==> src/common/ascs_pkg.sv <==
// ascs_pkg: register map, field layout, reset values and timing for the adc scan sequencer.
// assumes a 32-bit axi4-lite register bus and one 200 mhz system clock.
package ascs_pkg;
   localparam int AXI_AW = 8;
   localparam logic [7:0] OFS_RESULT = 8'h00;
   localparam logic [7:0] OFS_TRIGCH = 8'h04;
   localparam logic [7:0] OFS_CTLST = 8'h08;
   localparam logic [7:0] OFS_DIV = 8'h0c;
   // trigger/channel register fields
   localparam int TC_SMP_LSB = 0;
   localparam int TC_TSRC_LSB = 4;
   localparam int TC_RPT_BIT = 6;
   localparam int TC_JUST_BIT = 7;
   localparam int TC_FIRST_LSB = 8;
   localparam int TC_LAST_LSB = 11;
   // control/status register fields
   localparam int CS_EN_BIT = 0;
   localparam int CS_RUN_BIT = 1;
   localparam int CS_DIE_BIT = 4;
   localparam int CS_OIE_BIT = 5;
   localparam int CS_DONE_BIT = 8;
   localparam int CS_OVR_BIT = 9;
   localparam int CS_BUSY_BIT = 10;
   localparam int CS_ACH_LSB = 12;
   localparam logic [2:0] SMP_RESET = 3'h7;
   localparam logic [3:0] SMP_BASE = 4'h2;
   localparam logic [3:0] CONV_CYCLES = 4'hb;
   localparam logic [1:0] TSRC_SW = 2'h0;
   localparam logic [1:0] TSRC_TIMER = 2'h1;
   localparam logic [1:0] TSRC_EXT = 2'h3;
   localparam logic [2:0] CH_MAX = 3'h7;
   localparam logic [1:0] RESP_OKAY = 2'h0;
   localparam logic [1:0] RESP_SLVERR = 2'h2;
   localparam logic [3:0] DIV_RESET = 4'h0;
   localparam logic [3:0] DIV_MAX = 4'he;
   typedef enum logic [1:0] {
      ST_IDLE,
      ST_SAMPLE,
      ST_CONVERT
   } ascs_phase_e;
endpackage : ascs_pkg

==> src/rtl/ascs_top.sv <==
// ascs_top: scan sequencer for a 10-bit successive-approximation converter, axi4-lite slave.
// assumes the analog front end holds a valid result in the last cycle of o_afe_convert, and synchronous inputs.
`timescale 1ns/1ps
`default_nettype none
module ascs_top #(
   parameter int DATA_W = 10
) (
   input wire logic i_clk_sys,
   input wire logic i_rst,
   input wire logic [ascs_pkg::AXI_AW-1:0] s_axi_awaddr,
   input wire logic s_axi_awvalid,
   output logic s_axi_awready,
   input wire logic [31:0] s_axi_wdata,
   input wire logic [3:0] s_axi_wstrb,
   input wire logic s_axi_wvalid,
   output logic s_axi_wready,
   output logic [1:0] s_axi_bresp,
   output logic s_axi_bvalid,
   input wire logic s_axi_bready,
   input wire logic [ascs_pkg::AXI_AW-1:0] s_axi_araddr,
   input wire logic s_axi_arvalid,
   output logic s_axi_arready,
   output logic [31:0] s_axi_rdata,
   output logic [1:0] s_axi_rresp,
   output logic s_axi_rvalid,
   input wire logic s_axi_rready,
   input wire logic i_timer_underflow,
   input wire logic i_ext_trigger_pin_n,
   input wire logic [DATA_W-1:0] i_afe_result,
   output logic o_afe_sample,
   output logic o_afe_convert,
   output logic [2:0] o_afe_channel,
   output logic o_irq
);
   import ascs_pkg::*;

   initial begin
      if (DATA_W != 10) begin
         $error("ascs_top supports only a 10-bit converter");
      end
   end

   typedef struct packed {
      logic awr;
      logic [AXI_AW-1:0] awaddr;
      logic wr;
      logic [31:0] wdata;
      logic [3:0] wstrb;
      logic bvalid;
      logic [1:0] bresp;
      logic arready;
      logic rvalid;
      logic [31:0] rdata;
      logic [1:0] rresp;
      logic [2:0] smp_code;
      logic [1:0] tsrc;
      logic rpt;
      logic justify;
      logic [2:0] first_ch;
      logic [2:0] last_ch;
      logic [3:0] div_sel;
      logic enable;
      logic run;
      logic die;
      logic oie;
      logic done;
      logic ovr;
      logic [2:0] ach;
      logic [15:0] result;
      ascs_phase_e phase;
      logic [3:0] cyc;
      logic [15:0] div_cnt;
      logic ext_prev;
      logic irq;
   } ascs_state_s;

   ascs_state_s st_ff;
   ascs_state_s nxt_st;

   // divider ratio 2^(sel+1); code 0xf reserved, treated as the slowest
   function automatic logic [15:0] div_limit(input logic [3:0] sel);
      logic [3:0] s;
      s = (sel > DIV_MAX) ? DIV_MAX : sel;
      return 16'((32'h2 << s) - 32'h1);
   endfunction : div_limit

   function automatic logic [15:0] justify_word(input logic left, input logic [9:0] d);
      return left ? {d, 6'h00} : {6'h00, d};
   endfunction : justify_word

   logic clk_en;
   logic wr_go;
   logic rd_go;
   logic wr_ctl;
   logic trig_hit;
   logic ch_done;
   logic [31:0] rd_word;

   assign clk_en = (st_ff.div_cnt == div_limit(st_ff.div_sel));
   assign wr_go = st_ff.awr && st_ff.wr && !st_ff.bvalid;
   assign rd_go = s_axi_arvalid && st_ff.arready;
   assign wr_ctl = wr_go && (st_ff.awaddr == OFS_CTLST) && st_ff.wstrb[0];

   always_comb begin
      rd_word = 32'h0;
      case (s_axi_araddr)
         OFS_RESULT: rd_word = {16'h0, st_ff.result};
         OFS_TRIGCH: begin
            rd_word[TC_SMP_LSB +: 3] = st_ff.smp_code;
            rd_word[TC_TSRC_LSB +: 2] = st_ff.tsrc;
            rd_word[TC_RPT_BIT] = st_ff.rpt;
            rd_word[TC_JUST_BIT] = st_ff.justify;
            rd_word[TC_FIRST_LSB +: 3] = st_ff.first_ch;
            rd_word[TC_LAST_LSB +: 3] = st_ff.last_ch;
         end
         OFS_CTLST: begin
            rd_word[CS_EN_BIT] = st_ff.enable;
            rd_word[CS_RUN_BIT] = st_ff.run;
            rd_word[CS_DIE_BIT] = st_ff.die;
            rd_word[CS_OIE_BIT] = st_ff.oie;
            rd_word[CS_DONE_BIT] = st_ff.done;
            rd_word[CS_OVR_BIT] = st_ff.ovr;
            rd_word[CS_BUSY_BIT] = st_ff.run;
            rd_word[CS_ACH_LSB +: 3] = st_ff.ach;
         end
         OFS_DIV: rd_word[3:0] = st_ff.div_sel;
         default: rd_word = 32'h0;
      endcase
   end

   // trigger source decode; reserved code never fires
   always_comb begin
      trig_hit = 1'b0;
      case (st_ff.tsrc)
         TSRC_SW: trig_hit = wr_ctl && st_ff.wdata[CS_RUN_BIT];
         TSRC_TIMER: trig_hit = i_timer_underflow;
         TSRC_EXT: trig_hit = st_ff.ext_prev && !i_ext_trigger_pin_n;
         default: trig_hit = 1'b0;
      endcase
   end

   assign ch_done = clk_en && (st_ff.phase == ST_CONVERT) && (st_ff.cyc == 4'h1);

   always_comb begin
      nxt_st = st_ff;
      nxt_st.ext_prev = i_ext_trigger_pin_n;
      nxt_st.div_cnt = clk_en ? 16'h0 : 16'(st_ff.div_cnt + 16'h1);
      // write channels may arrive in either order
      if (!st_ff.awr && s_axi_awvalid) begin
         nxt_st.awr = 1'b1;
         nxt_st.awaddr = s_axi_awaddr;
      end
      if (!st_ff.wr && s_axi_wvalid) begin
         nxt_st.wr = 1'b1;
         nxt_st.wdata = s_axi_wdata;
         nxt_st.wstrb = s_axi_wstrb;
      end
      if (st_ff.bvalid && s_axi_bready) begin
         nxt_st.bvalid = 1'b0;
         nxt_st.awr = 1'b0;
         nxt_st.wr = 1'b0;
      end
      if (wr_go) begin
         nxt_st.bvalid = 1'b1;
         nxt_st.bresp = RESP_OKAY;
         case (st_ff.awaddr)
            OFS_RESULT: begin
            end
            OFS_TRIGCH: begin
               if (st_ff.wstrb[0]) begin
                  nxt_st.smp_code = st_ff.wdata[TC_SMP_LSB +: 3];
                  nxt_st.tsrc = st_ff.wdata[TC_TSRC_LSB +: 2];
                  nxt_st.rpt = st_ff.wdata[TC_RPT_BIT];
                  nxt_st.justify = st_ff.wdata[TC_JUST_BIT];
               end
               if (st_ff.wstrb[1]) begin
                  nxt_st.first_ch = st_ff.wdata[TC_FIRST_LSB +: 3];
                  nxt_st.last_ch = st_ff.wdata[TC_LAST_LSB +: 3];
               end
            end
            OFS_CTLST: begin
               if (st_ff.wstrb[0]) begin
                  nxt_st.enable = st_ff.wdata[CS_EN_BIT];
                  nxt_st.die = st_ff.wdata[CS_DIE_BIT];
                  nxt_st.oie = st_ff.wdata[CS_OIE_BIT];
               end
               if (st_ff.wstrb[1] && st_ff.wdata[CS_OVR_BIT]) begin
                  nxt_st.ovr = 1'b0;
               end
            end
            OFS_DIV: begin
               if (st_ff.wstrb[0]) begin
                  nxt_st.div_sel = st_ff.wdata[3:0];
               end
            end
            default: nxt_st.bresp = RESP_SLVERR;
         endcase
      end
      // read channel
      nxt_st.arready = !st_ff.rvalid && !rd_go;
      if (st_ff.rvalid && s_axi_rready) begin
         nxt_st.rvalid = 1'b0;
      end
      if (rd_go) begin
         nxt_st.rvalid = 1'b1;
         nxt_st.rdata = rd_word;
         nxt_st.rresp = (s_axi_araddr[7:4] == 4'h0 && s_axi_araddr[1:0] == 2'h0)
                        ? RESP_OKAY : RESP_SLVERR;
         if (s_axi_araddr == OFS_RESULT) begin
            nxt_st.done = 1'b0;
         end
      end
      // scan sequencer
      if (!st_ff.run) begin
         if (st_ff.enable && trig_hit) begin
            nxt_st.run = 1'b1;
            nxt_st.ach = st_ff.first_ch;
            nxt_st.phase = ST_SAMPLE;
            nxt_st.cyc = 4'(st_ff.smp_code) + SMP_BASE;
         end
      end else if (wr_ctl && !st_ff.wdata[CS_RUN_BIT]) begin
         nxt_st.run = 1'b0;
         nxt_st.phase = ST_IDLE;
         nxt_st.cyc = 4'h0;
      end else if (clk_en) begin
         if (st_ff.cyc != 4'h1) begin
            nxt_st.cyc = st_ff.cyc - 4'h1;
         end else if (st_ff.phase == ST_SAMPLE) begin
            nxt_st.phase = ST_CONVERT;
            nxt_st.cyc = CONV_CYCLES;
         end else begin
            nxt_st.result = justify_word(st_ff.justify, i_afe_result);
            nxt_st.done = 1'b1;
            if (st_ff.done) begin
               nxt_st.ovr = 1'b1;
            end
            if (st_ff.ach == st_ff.last_ch && !st_ff.rpt) begin
               nxt_st.run = 1'b0;
               nxt_st.phase = ST_IDLE;
               nxt_st.cyc = 4'h0;
            end else begin
               nxt_st.ach = (st_ff.ach == st_ff.last_ch) ? st_ff.first_ch
                          : ((st_ff.ach == CH_MAX) ? 3'h0 : st_ff.ach + 3'h1);
               nxt_st.phase = ST_SAMPLE;
               nxt_st.cyc = 4'(st_ff.smp_code) + SMP_BASE;
            end
         end
      end
      // read-clear and hardware set in one cycle: set wins
      if (ch_done && st_ff.run && !(wr_ctl && !st_ff.wdata[CS_RUN_BIT])) begin
         nxt_st.done = 1'b1;
      end
      nxt_st.irq = (nxt_st.done && nxt_st.die) || (nxt_st.ovr && nxt_st.oie);
   end

   always_ff @(posedge i_clk_sys or posedge i_rst) begin
      if (i_rst) begin
         st_ff <= '0;
         st_ff.smp_code <= SMP_RESET;
         st_ff.div_sel <= DIV_RESET;
         st_ff.ext_prev <= 1'b1;
         st_ff.phase <= ST_IDLE;
      end else begin
         st_ff <= nxt_st;
      end
   end

   assign s_axi_awready = !st_ff.awr;
   assign s_axi_wready = !st_ff.wr;
   assign s_axi_bvalid = st_ff.bvalid;
   assign s_axi_bresp = st_ff.bresp;
   assign s_axi_arready = st_ff.arready;
   assign s_axi_rvalid = st_ff.rvalid;
   assign s_axi_rdata = st_ff.rdata;
   assign s_axi_rresp = st_ff.rresp;
   assign o_afe_sample = (st_ff.phase == ST_SAMPLE);
   assign o_afe_convert = (st_ff.phase == ST_CONVERT);
   assign o_afe_channel = st_ff.ach;
   assign o_irq = st_ff.irq;
endmodule : ascs_top
`default_nettype wire

==> config.mk <==
export PLATFORM = sky130hd
export DESIGN_NAME = ascs_top
export DESIGN_NICKNAME = d
export VERILOG_FILES = /design/src/common/ascs_pkg.sv /design/src/rtl/ascs_top.sv
export SDC_FILE = /design/constraint.sdc
export NUM_CORES = 1
export LEC_CHECK = 0
export BUFFER_PORTS_ARGS = -buffer_cell sky130_fd_sc_hd__buf_4
export CAP_MARGIN = 0
export CORE_ASPECT_RATIO = 1.5
export CORE_MARGIN = 1
export CORE_UTILIZATION = 50
export DETAILED_ROUTE_END_ITERATION = 8
export PLACE_DENSITY = 0.87
export SYNTH_ARGS = -nofsm -noshare
export SYNTH_HDL_FRONTEND = slang
export SYNTH_SLANG_ARGS = --single-unit
==> constraint.sdc <==
create_clock -name i_clk_sys -period 3.1 [get_ports i_clk_sys]
set_input_delay 0.155 -clock i_clk_sys [delete_from_list [all_inputs] [get_ports i_clk_sys]]
set_output_delay 0.155 -clock i_clk_sys [all_outputs]
set_load 0.05 [all_outputs]
==> summary.md, run 1 <==
| Metric | Value |
|---|---|
| Outcome | complete, but fails checks |
| Failing checks | setup timing |
| DR iter-0 viols | 415 |
| Max Cap Viol | 0 |
| Drt total wl | 16.4 mm |
| Die height | 138 um |
| PD cells | 734 nW/um^2 |
| Sw Ratio | 0.332 |
| Initial Util | 0.513 |
| TritonRoute pass-1 iters | 5 |
| Placed Cells | 816 |
| CTS clk-pin slew, worst paths | 0.05 ns |
| Synth Area in Compound Gates | 0.112 |
| Pin count of the biggest net entering global routing | 73 |
| Worst path arrival time | 3.47 ns |
| Fin area | 7810 um^2 |
| CTS tree | done |
| Max Root-Sink Buffers | 2 |
| Proportion of synthesized area in mux cells | 0.117 |
| Slew headroom | 0.384 |
| End point of the worst hold path | st_ff[26]$_DFFE_PP0P_ |
| Ys Warns | 0 |
| Syn Inst Count | 612 |
| Nets | 800 |
| Cell Int Power | 3830 uW |
| Share of power burned in registers | 0.359 |
| Skew final | 0.00548 ns |
| Port bufs | 79 |
| ANT cells | 0 |
| Skew-Pair Late Insertion Delay | 0.41 ns |
| DRC Markers | 0 |
| Reg2reg path depth | 11 |
| Largest family of logic cells by synthesized area | simple AND/OR/NAND/NOR gates |
| Dpl cell area | 6790 um^2 |
| Asr flop ratio synth | 1.00 |
| GR Util All Layers | 0.256 |
| CP Max Fanout | 6 |
| Simple-gate share of the synthesized area | 0.175 |
| Clock Power Share | 0.323 |
| Data required, critical path | 3.38 ns |
| Avg Inst Size Synth | 10.0 um^2 |
| CTS root buf | clkbuf_16 |
| Hold Crit Class | in2reg |
| LEAKAGE | 0.00358 uW |
| #FFs+latches synth | 113 |
| Hold Path Cell Cnt | 3 |
| H-Tree Depth | 4 |
| Reg area | 2830 um^2 |
| Hpwl dp | 10.7 mm |
| Routed length per placed instance | 18.5 um |
| Core area | 12,000 um^2 |
| CTS buffer count | 17 |
| Vias | 5,169 |
| DIE WIDTH | 92.4 um |
| Max Clk Rate | 0.314 GHz |
| Crit path time final | 3.19 ns |
| Final Hold Fails | 0 |
| Synth-to-Final Area Change | 27.3% |
| Worst IR Drop VDD | 0.470 mV |
| Area occupied by multi-input gates | 2930 um^2 |
| Max-slew violations | 0 |
| Gr ovfl total | 0 |
| Worst Tran Pin Value | 0.922 ns |
| Num rows | 49 |
| Synth Cell Area | 6130 um^2 |
| DRT antenna net count | 0 |
| Non-Filler Instances | 887 |
| Initial antenna violation count | 0 |
| Fill count | 861 |
| Setup crit end kind | flop |
| Tcrit/Tclk final | 1.03 |
| Final core occ | 0.653 |
| Layout cell share with drive strength beyond 1 | 0.290 |
| Die area | 12,700 um^2 |
| Unrepaired setup endpoints after global routing | yes |
| HP Start | i_afe_result[2] |
| Critical path class | reg2reg |
| I/O pins | 118 |
| FF-to-FF End | st_ff[30]$_DFFE_PP0P_ |
| Final worst slack | -0.0885 ns |
| Reg2reg start | st_ff[51]$_DFFE_PP0P_ |
| Synth Area in Adders | 0.0143 |
| Number of flops mapped to enable cells by yosys | 0 |
| Sequential share of the synthesized area | 0.462 |
| Final setup viols | 1 |
| Placer Congestion | 0.904 |
| Fin Setup TNS | -0.0885 ns |
| Ys flop type | dfrtp_1 |
| R2R setup slack | -0.09 ns |
| First-pass GRT wire length | 25.0 mm |
| Post-synth cell types | 72 |
| Vias in the first global route | 5,152 |
| Drt via density | 5.83 |
| Sink Count | 113 |
| Net Switching | 1900 uW |
| Power share of the combinational group | 0.318 |
| Synth Area in XOR/XNOR | 0.0343 |
| Startpoint Class | flop |
[metrics by stage]
step | power (uW) | setup WS [ns] | hold WS, ns
6_report | 5730 | -0.0885 | 0.0380
5_1_grt | 6000 | -0.168 | 0.0279
3_5_place_dp | 3730 | 0.0991 | 0.273
4_1_cts | 5640 | 0.0820 | 0.000530
2_1_floorplan | 3250 | -0.0685 | 0.159
3_3_place_gp | 3660 | 0.157 | 0.273
[final cells by class]
type | count | share of cell area
clock buffer | 26 | 0.0665
clock inverter | 5 | 0.00641
inverter | 21 | 0.0106
multi-input combinational | 425 | 0.376
sequential | 113 | 0.363
tap | 153 | 0.0245
timing repair buffer | 144 | 0.154
[layer usage]
layer / vias up / part of all wire / routed length, um / GRT usage
li1: 2317 / - / - / -
met1: 2570 / 0.38 / 6200 / 0.292
met2: 223 / 0.53 / 8620 / 0.448
met3: 59 / 0.048 / 787 / 0.0508
met4: 0 / 0.046 / 759 / 0.138
met5: - / 0 / 0 / 0
[cells by family (layout without fill, tap and decap cells)]
group           Yosys count  after routing
simple gates            211            211
flops                   113            113
compound gates          101            101
buf+inv                  91            196
mux                      64             64
xor+xnor                 24             24
fa+ha+maj                 7              7
other cells               1             18
[repair_timing]
action / 4_1_cts / 5_1_grt
hold endpoints to repair: 74 / 0
resized for setup: 0 / 19
hold buffers: 33 / 0
endpoints found under the setup margin: 0 / 16
buffers inserted: 0 / 5
[power groups by stage]
stage	registers [uW]	clock network (uW)	logic [uW]
4_1_cts	2050	1860	1730
5_1_grt	2090	1930	1970
6_report	2060	1850	1820
2_1_floorplan	1990	0	1260
3_5_place_dp	2070	0	1670
3_3_place_gp	2050	0	1610
[state kept, by name, summed over array words and instances (netlist names)]
signal / cells
st_ff: 88
s_axi_rdata: 16
o_afe_channel: 3
o_irq: 1
s_axi_arready: 1
s_axi_bresp: 1
s_axi_bvalid: 1
s_axi_rresp: 1
s_axi_rvalid: 1
[how the worst max path moves through the flow]
stage | from | end | slack [ns]
3_5_place_dp | st_ff[51]$_DFFE_PP0P_ | o_afe_channel[0]$_DFFE_PP0P_ | 0.1
4_1_cts | st_ff[49]$_DFFE_PP0P_ | o_afe_channel[0]$_DFFE_PP0P_ | 0.08
5_1_grt | st_ff[49]$_DFFE_PP0P_ | st_ff[30]$_DFFE_PP0P_ | -0.17
3_3_place_gp | st_ff[49]$_DFFE_PP0P_ | o_afe_channel[0]$_DFFE_PP0P_ | 0.16
6_report | st_ff[51]$_DFFE_PP0P_ | st_ff[30]$_DFFE_PP0P_ | -0.09
2_1_floorplan | st_ff[50]$_DFFE_PP0P_ | o_afe_channel[0]$_DFFE_PP0P_ | -0.07
[worst max-delay path, cell delays in order, from the launching register on]
cell and delay [ns]:
dfrtp_1 0.39, or4_4 0.54, ha_4 0.28, xor2_1 0.14, o311a_1 0.27, o2111ai_2 0.15
nor4b_2 0.37, buf_4 0.17, nand4_1 0.09, buf_4 0.19, buf_2 0.16, o21ai_0 0.31
[Yosys cell counts (3+ instances only)]
library cell / instances / area, um^2
dfrtp_1: 109 / 2730
nand2_1: 61 / 229
nor2_1: 52 / 195
mux2_2: 44 / 495
buf_4: 41 / 308
o21ai_0: 25 / 125
inv_1: 21 / 78.8
nand3_1: 21 / 105
a21oi_1: 20 / 100
mux2i_1: 18 / 180
xnor2_1: 16 / 140
clkbuf_1: 15 / 56.3
nor2b_1: 12 / 75.1
a31oi_1: 11 / 68.8
buf_2: 9 / 45.0
nor3_1: 9 / 45.0
nand3b_1: 8 / 60.1
xor2_1: 8 / 70.1
ha_1: 7 / 87.6
nand4_1: 7 / 43.8
o31ai_1: 7 / 52.6
and3_1: 6 / 37.5
or3_1: 5 / 31.3
and2_1: 4 / 25.0
dfstp_2: 4 / 105
nor4_1: 4 / 25.0
o211ai_1: 4 / 30.0
buf_1: 3 / 11.3
nor3b_1: 3 / 22.5
o2111a_1: 3 / 33.8
[cells in the final DEF (no fill, tap or decap), types with 5 or more instances in the layout]
cell type	n
dfrtp_1	109
nor2b_1	12
o31ai_1	7
and3_1	5
mux2_2	43
nand4_1	7
ha_1	6
xor2_1	8
buf_4	104
nor2_1	52
nand2_1	60
o21ai_0	23
nand3_1	20
a21oi_1	19
clkbuf_16	17
nand3b_1	8
xnor2_1	16
dlygate4sd3_1	33
mux2i_1	18
a31oi_1	11
clkbuf_8	6
nor3_1	8
conb_1	18
inv_1	20
(Power assumes the default switching activity.)
==> run 2: changes to the inputs <==
- CORE_UTILIZATION: 50 -> 25
- PLACE_DENSITY: 0.87 -> default
- SETUP_SLACK_MARGIN: default -> 0.05
==> summary.md, run 2 (synthesized netlist as in run 1, its figures left out) <==
| Metric | Value |
|---|---|
| PD cells | 715 nW/um^2 (was 734 nW/um^2) |
| Pin count of the biggest net entering global routing | 114 (was 73) |
| Non-Filler Instances | 1,058 (was 887) |
| Core area | 23,900 um^2 (was 12,000 um^2) |
| Slew headroom | 0.530 (was 0.384) |
| Startpoint Class | flop (unchanged) |
| ANT cells | 0 (unchanged) |
| Vias | 4,854 (was 5,169) |
| Fill count | 2,470 (was 861) |
| I/O pins | 118 (unchanged) |
| CTS buffer count | 17 (unchanged) |
| Port bufs | 79 (unchanged) |
| Max Cap Viol | 0 (unchanged) |
| Drt total wl | 16.0 mm (was 16.4 mm) |
| Commonest cells after routing, fill and taps aside | dfrtp_1 (109), buf_4 (104), nand2_1 (61), nor2_1 (51), mux2_2 (43) (was dfrtp_1 (109), buf_4 (104), nand2_1 (60), nor2_1 (52), mux2_2 (43)) |
| Global Route met2 Usage | 0.237 (was 0.448) |
| Die height | 194 um (was 138 um) |
| Num rows | 69 (was 49) |
| Final setup viols | 0 (was 1) |
| Commonest non-fill, non-tap cell in the layout | dfrtp_1 (unchanged) |
| First-pass GRT wire length | 25.4 mm (was 25.0 mm) |
| Setup crit end kind | flop (unchanged) |
| GR Util All Layers | 0.132 (was 0.256) |
| Area occupied by multi-input gates | 2930 um^2 (unchanged) |
| Worst Tran Pin Value | 0.704 ns (was 0.922 ns) |
| Worst path arrival time | 3.35 ns (was 3.47 ns) |
| Die area | 25,200 um^2 (was 12,700 um^2) |
| Unrepaired setup endpoints after global routing | yes (unchanged) |
| CP Cell Sequence | or4_4, ha_4, buf_4, nand2_1, nor2_2, or3_4, a2111oi_4, and2_4, a31o_4, mux2_4 (was or4_4, ha_4, xor2_1, o311a_1, o2111ai_2, nor4b_2, buf_4, nand4_1, buf_4, buf_2, o21ai_0) |
| Slowest stage delay, CP | 0.57 ns (was 0.54 ns) |
| M1 GR Usage | 0.147 (was 0.292) |
| Vias in the first global route | 4,849 (was 5,152) |
| Crit-path slowest cell | or4_4 (unchanged) |
| Initial Util | 0.257 (was 0.513) |
| Max reg flops | 88 (unchanged) |
| CTS clk-pin slew, worst paths | 0.06 ns (was 0.05 ns) |
| LEAKAGE | 0.00362 uW (was 0.00358 uW) |
| Skew final | 0.0116 ns (was 0.00548 ns) |
| Synth-to-Final Area Change | 32.4% (was 27.3%) |
| Max Clk Rate | 0.329 GHz (was 0.314 GHz) |
| R2R setup slack | 0.06 ns (was -0.09 ns) |
| DR iter-0 viols | 173 (was 415) |
| Final Hold Fails | 0 (unchanged) |
| Hold Crit Class | in2reg (unchanged) |
| Routed length per placed instance | 15.1 um (was 18.5 um) |
| Reg area | 2830 um^2 (unchanged) |
| Placer Congestion | 0.847 (was 0.904) |
| Gr ovfl total | 0 (unchanged) |
| Hpwl dp | 11.6 mm (was 10.7 mm) |
| Max-slew violations | 0 (unchanged) |
| Busiest layer in global routing | met2 (unchanged) |
| Critical path class | reg2reg (unchanged) |
| CTS tree | done (unchanged) |
| DRC Markers | 0 (unchanged) |
| Max Root-Sink Buffers | 2 (unchanged) |
| DRT antenna net count | 0 (unchanged) |
| Worst IR Drop VDD | 0.400 mV (was 0.470 mV) |
| Data required, critical path | 3.41 ns (was 3.38 ns) |
| CP Max Fanout | 6 (unchanged) |
| DIE WIDTH | 130 um (was 92.4 um) |
| Drt via density | 4.59 (was 5.83) |
| Layout cell share with drive strength beyond 1 | 0.292 (was 0.290) |
| Outcome | finished clean (was complete, but fails checks) |
| CTS root buf | clkbuf_16 (unchanged) |
| Sink Count | 113 (unchanged) |
| Nets | 804 (was 800) |
| Top reg by flops | st_ff (unchanged) |
| Initial antenna violation count | 0 (unchanged) |
| Tcrit/Tclk final | 0.981 (was 1.03) |
| TritonRoute pass-1 iters | 4 (was 5) |
| Placed Cells | 984 (was 816) |
| Met3 GRT Util | 0.0196 (was 0.0508) |
| Crit path time final | 3.04 ns (was 3.19 ns) |
| Skew-Pair Late Insertion Delay | 0.42 ns (was 0.41 ns) |
| Final core occ | 0.340 (was 0.653) |
| H-Tree Depth | 4 (unchanged) |
run 2: worst paths after layout:
kind                                           endpoint  cells past startpoint                     start
max reg2reg                o_afe_channel[0]$_DFFE_PP0P_                     10     st_ff[51]$_DFFE_PP0P_
min reg2reg                     s_axi_arready$_DFF_PP0_                      1  s_axi_rvalid$_DFFE_PP0P_
min                               st_ff[26]$_DFFE_PP0P_                      3           i_afe_result[2]
max                        o_afe_channel[0]$_DFFE_PP0P_                     10     st_ff[51]$_DFFE_PP0P_
max in group asynchronous        st_ff[141]$_DFFE_PP0P_                      4                     i_rst
min in group asynchronous  o_afe_channel[0]$_DFFE_PP0P_                      4                     i_rst
run 2: per-stage QoR:
| stage | TNS, ns | area (um^2) | hold slack, ns | total power [uW] | setup slack (ns) |
|---|---|---|---|---|---|
| 6_report | 0 | 8120 | 0.0123 | 5810 | 0.0575 |
| 2_1_floorplan | -0.171 | 6280 | 0.159 | 3260 | -0.0669 |
| 4_1_cts | 0 | 8000 | 0.00659 | 5750 | 0.0432 |
| 3_3_place_gp | 0 | 7020 | 0.282 | 3640 | 0.0849 |
| 5_1_grt | -0.138 | 8120 | 0.0222 | 6130 | -0.0345 |
| 3_5_place_dp | 0 | 7020 | 0.277 | 3690 | 0.0641 |
run 2: where the power goes:
group / internal [uW] / switching (uW) / leakage [uW]
Sequential: 1760 / 291 / 0.00137
Clock: 1270 / 734 / 0.000290
Combinational: 842 / 920 / 0.00196
run 2: critical path, delay by kind of cell, from the launching register on:
| kind | cells | cell delay (ns) |
|---|---|---|
| adder cells (fa/ha/maj) | 1 | 0.21 |
| flip-flops | 1 | 0.40 |
| AO/OA/AOI/OAI | 2 | 0.55 |
| AND/OR/NAND/NOR | 5 | 1.32 |
| multiplexers | 1 | 0.29 |
| buffers and inverters | 1 | 0.15 |
run 2: layer usage:
layer,vias to the layer above,part of all wire
li1,2331,-
met1,2363,0.41
met2,121,0.53
met3,39,0.024
met4,0,0.036
met5,-,0
run 2: area by class of cell:
type | count | share of cell area
Sequential cell | 113 | 0.349
Multi-Input combinational cell | 425 | 0.361
Clock inverter | 15 | 0.0226
Clock buffer | 17 | 0.0524
Tap cell | 319 | 0.0491
Timing Repair Buffer | 148 | 0.156
Inverter | 21 | 0.0102
run 2: timing repair:
item	CTS	global route
gates resized for setup	0	17
gates cloned	0	1
pin swaps	1	13
setup buffers	0	4
endpoints found under the setup margin	2	24
endpoints found under the hold margin	146	0
hold buffers	37	0
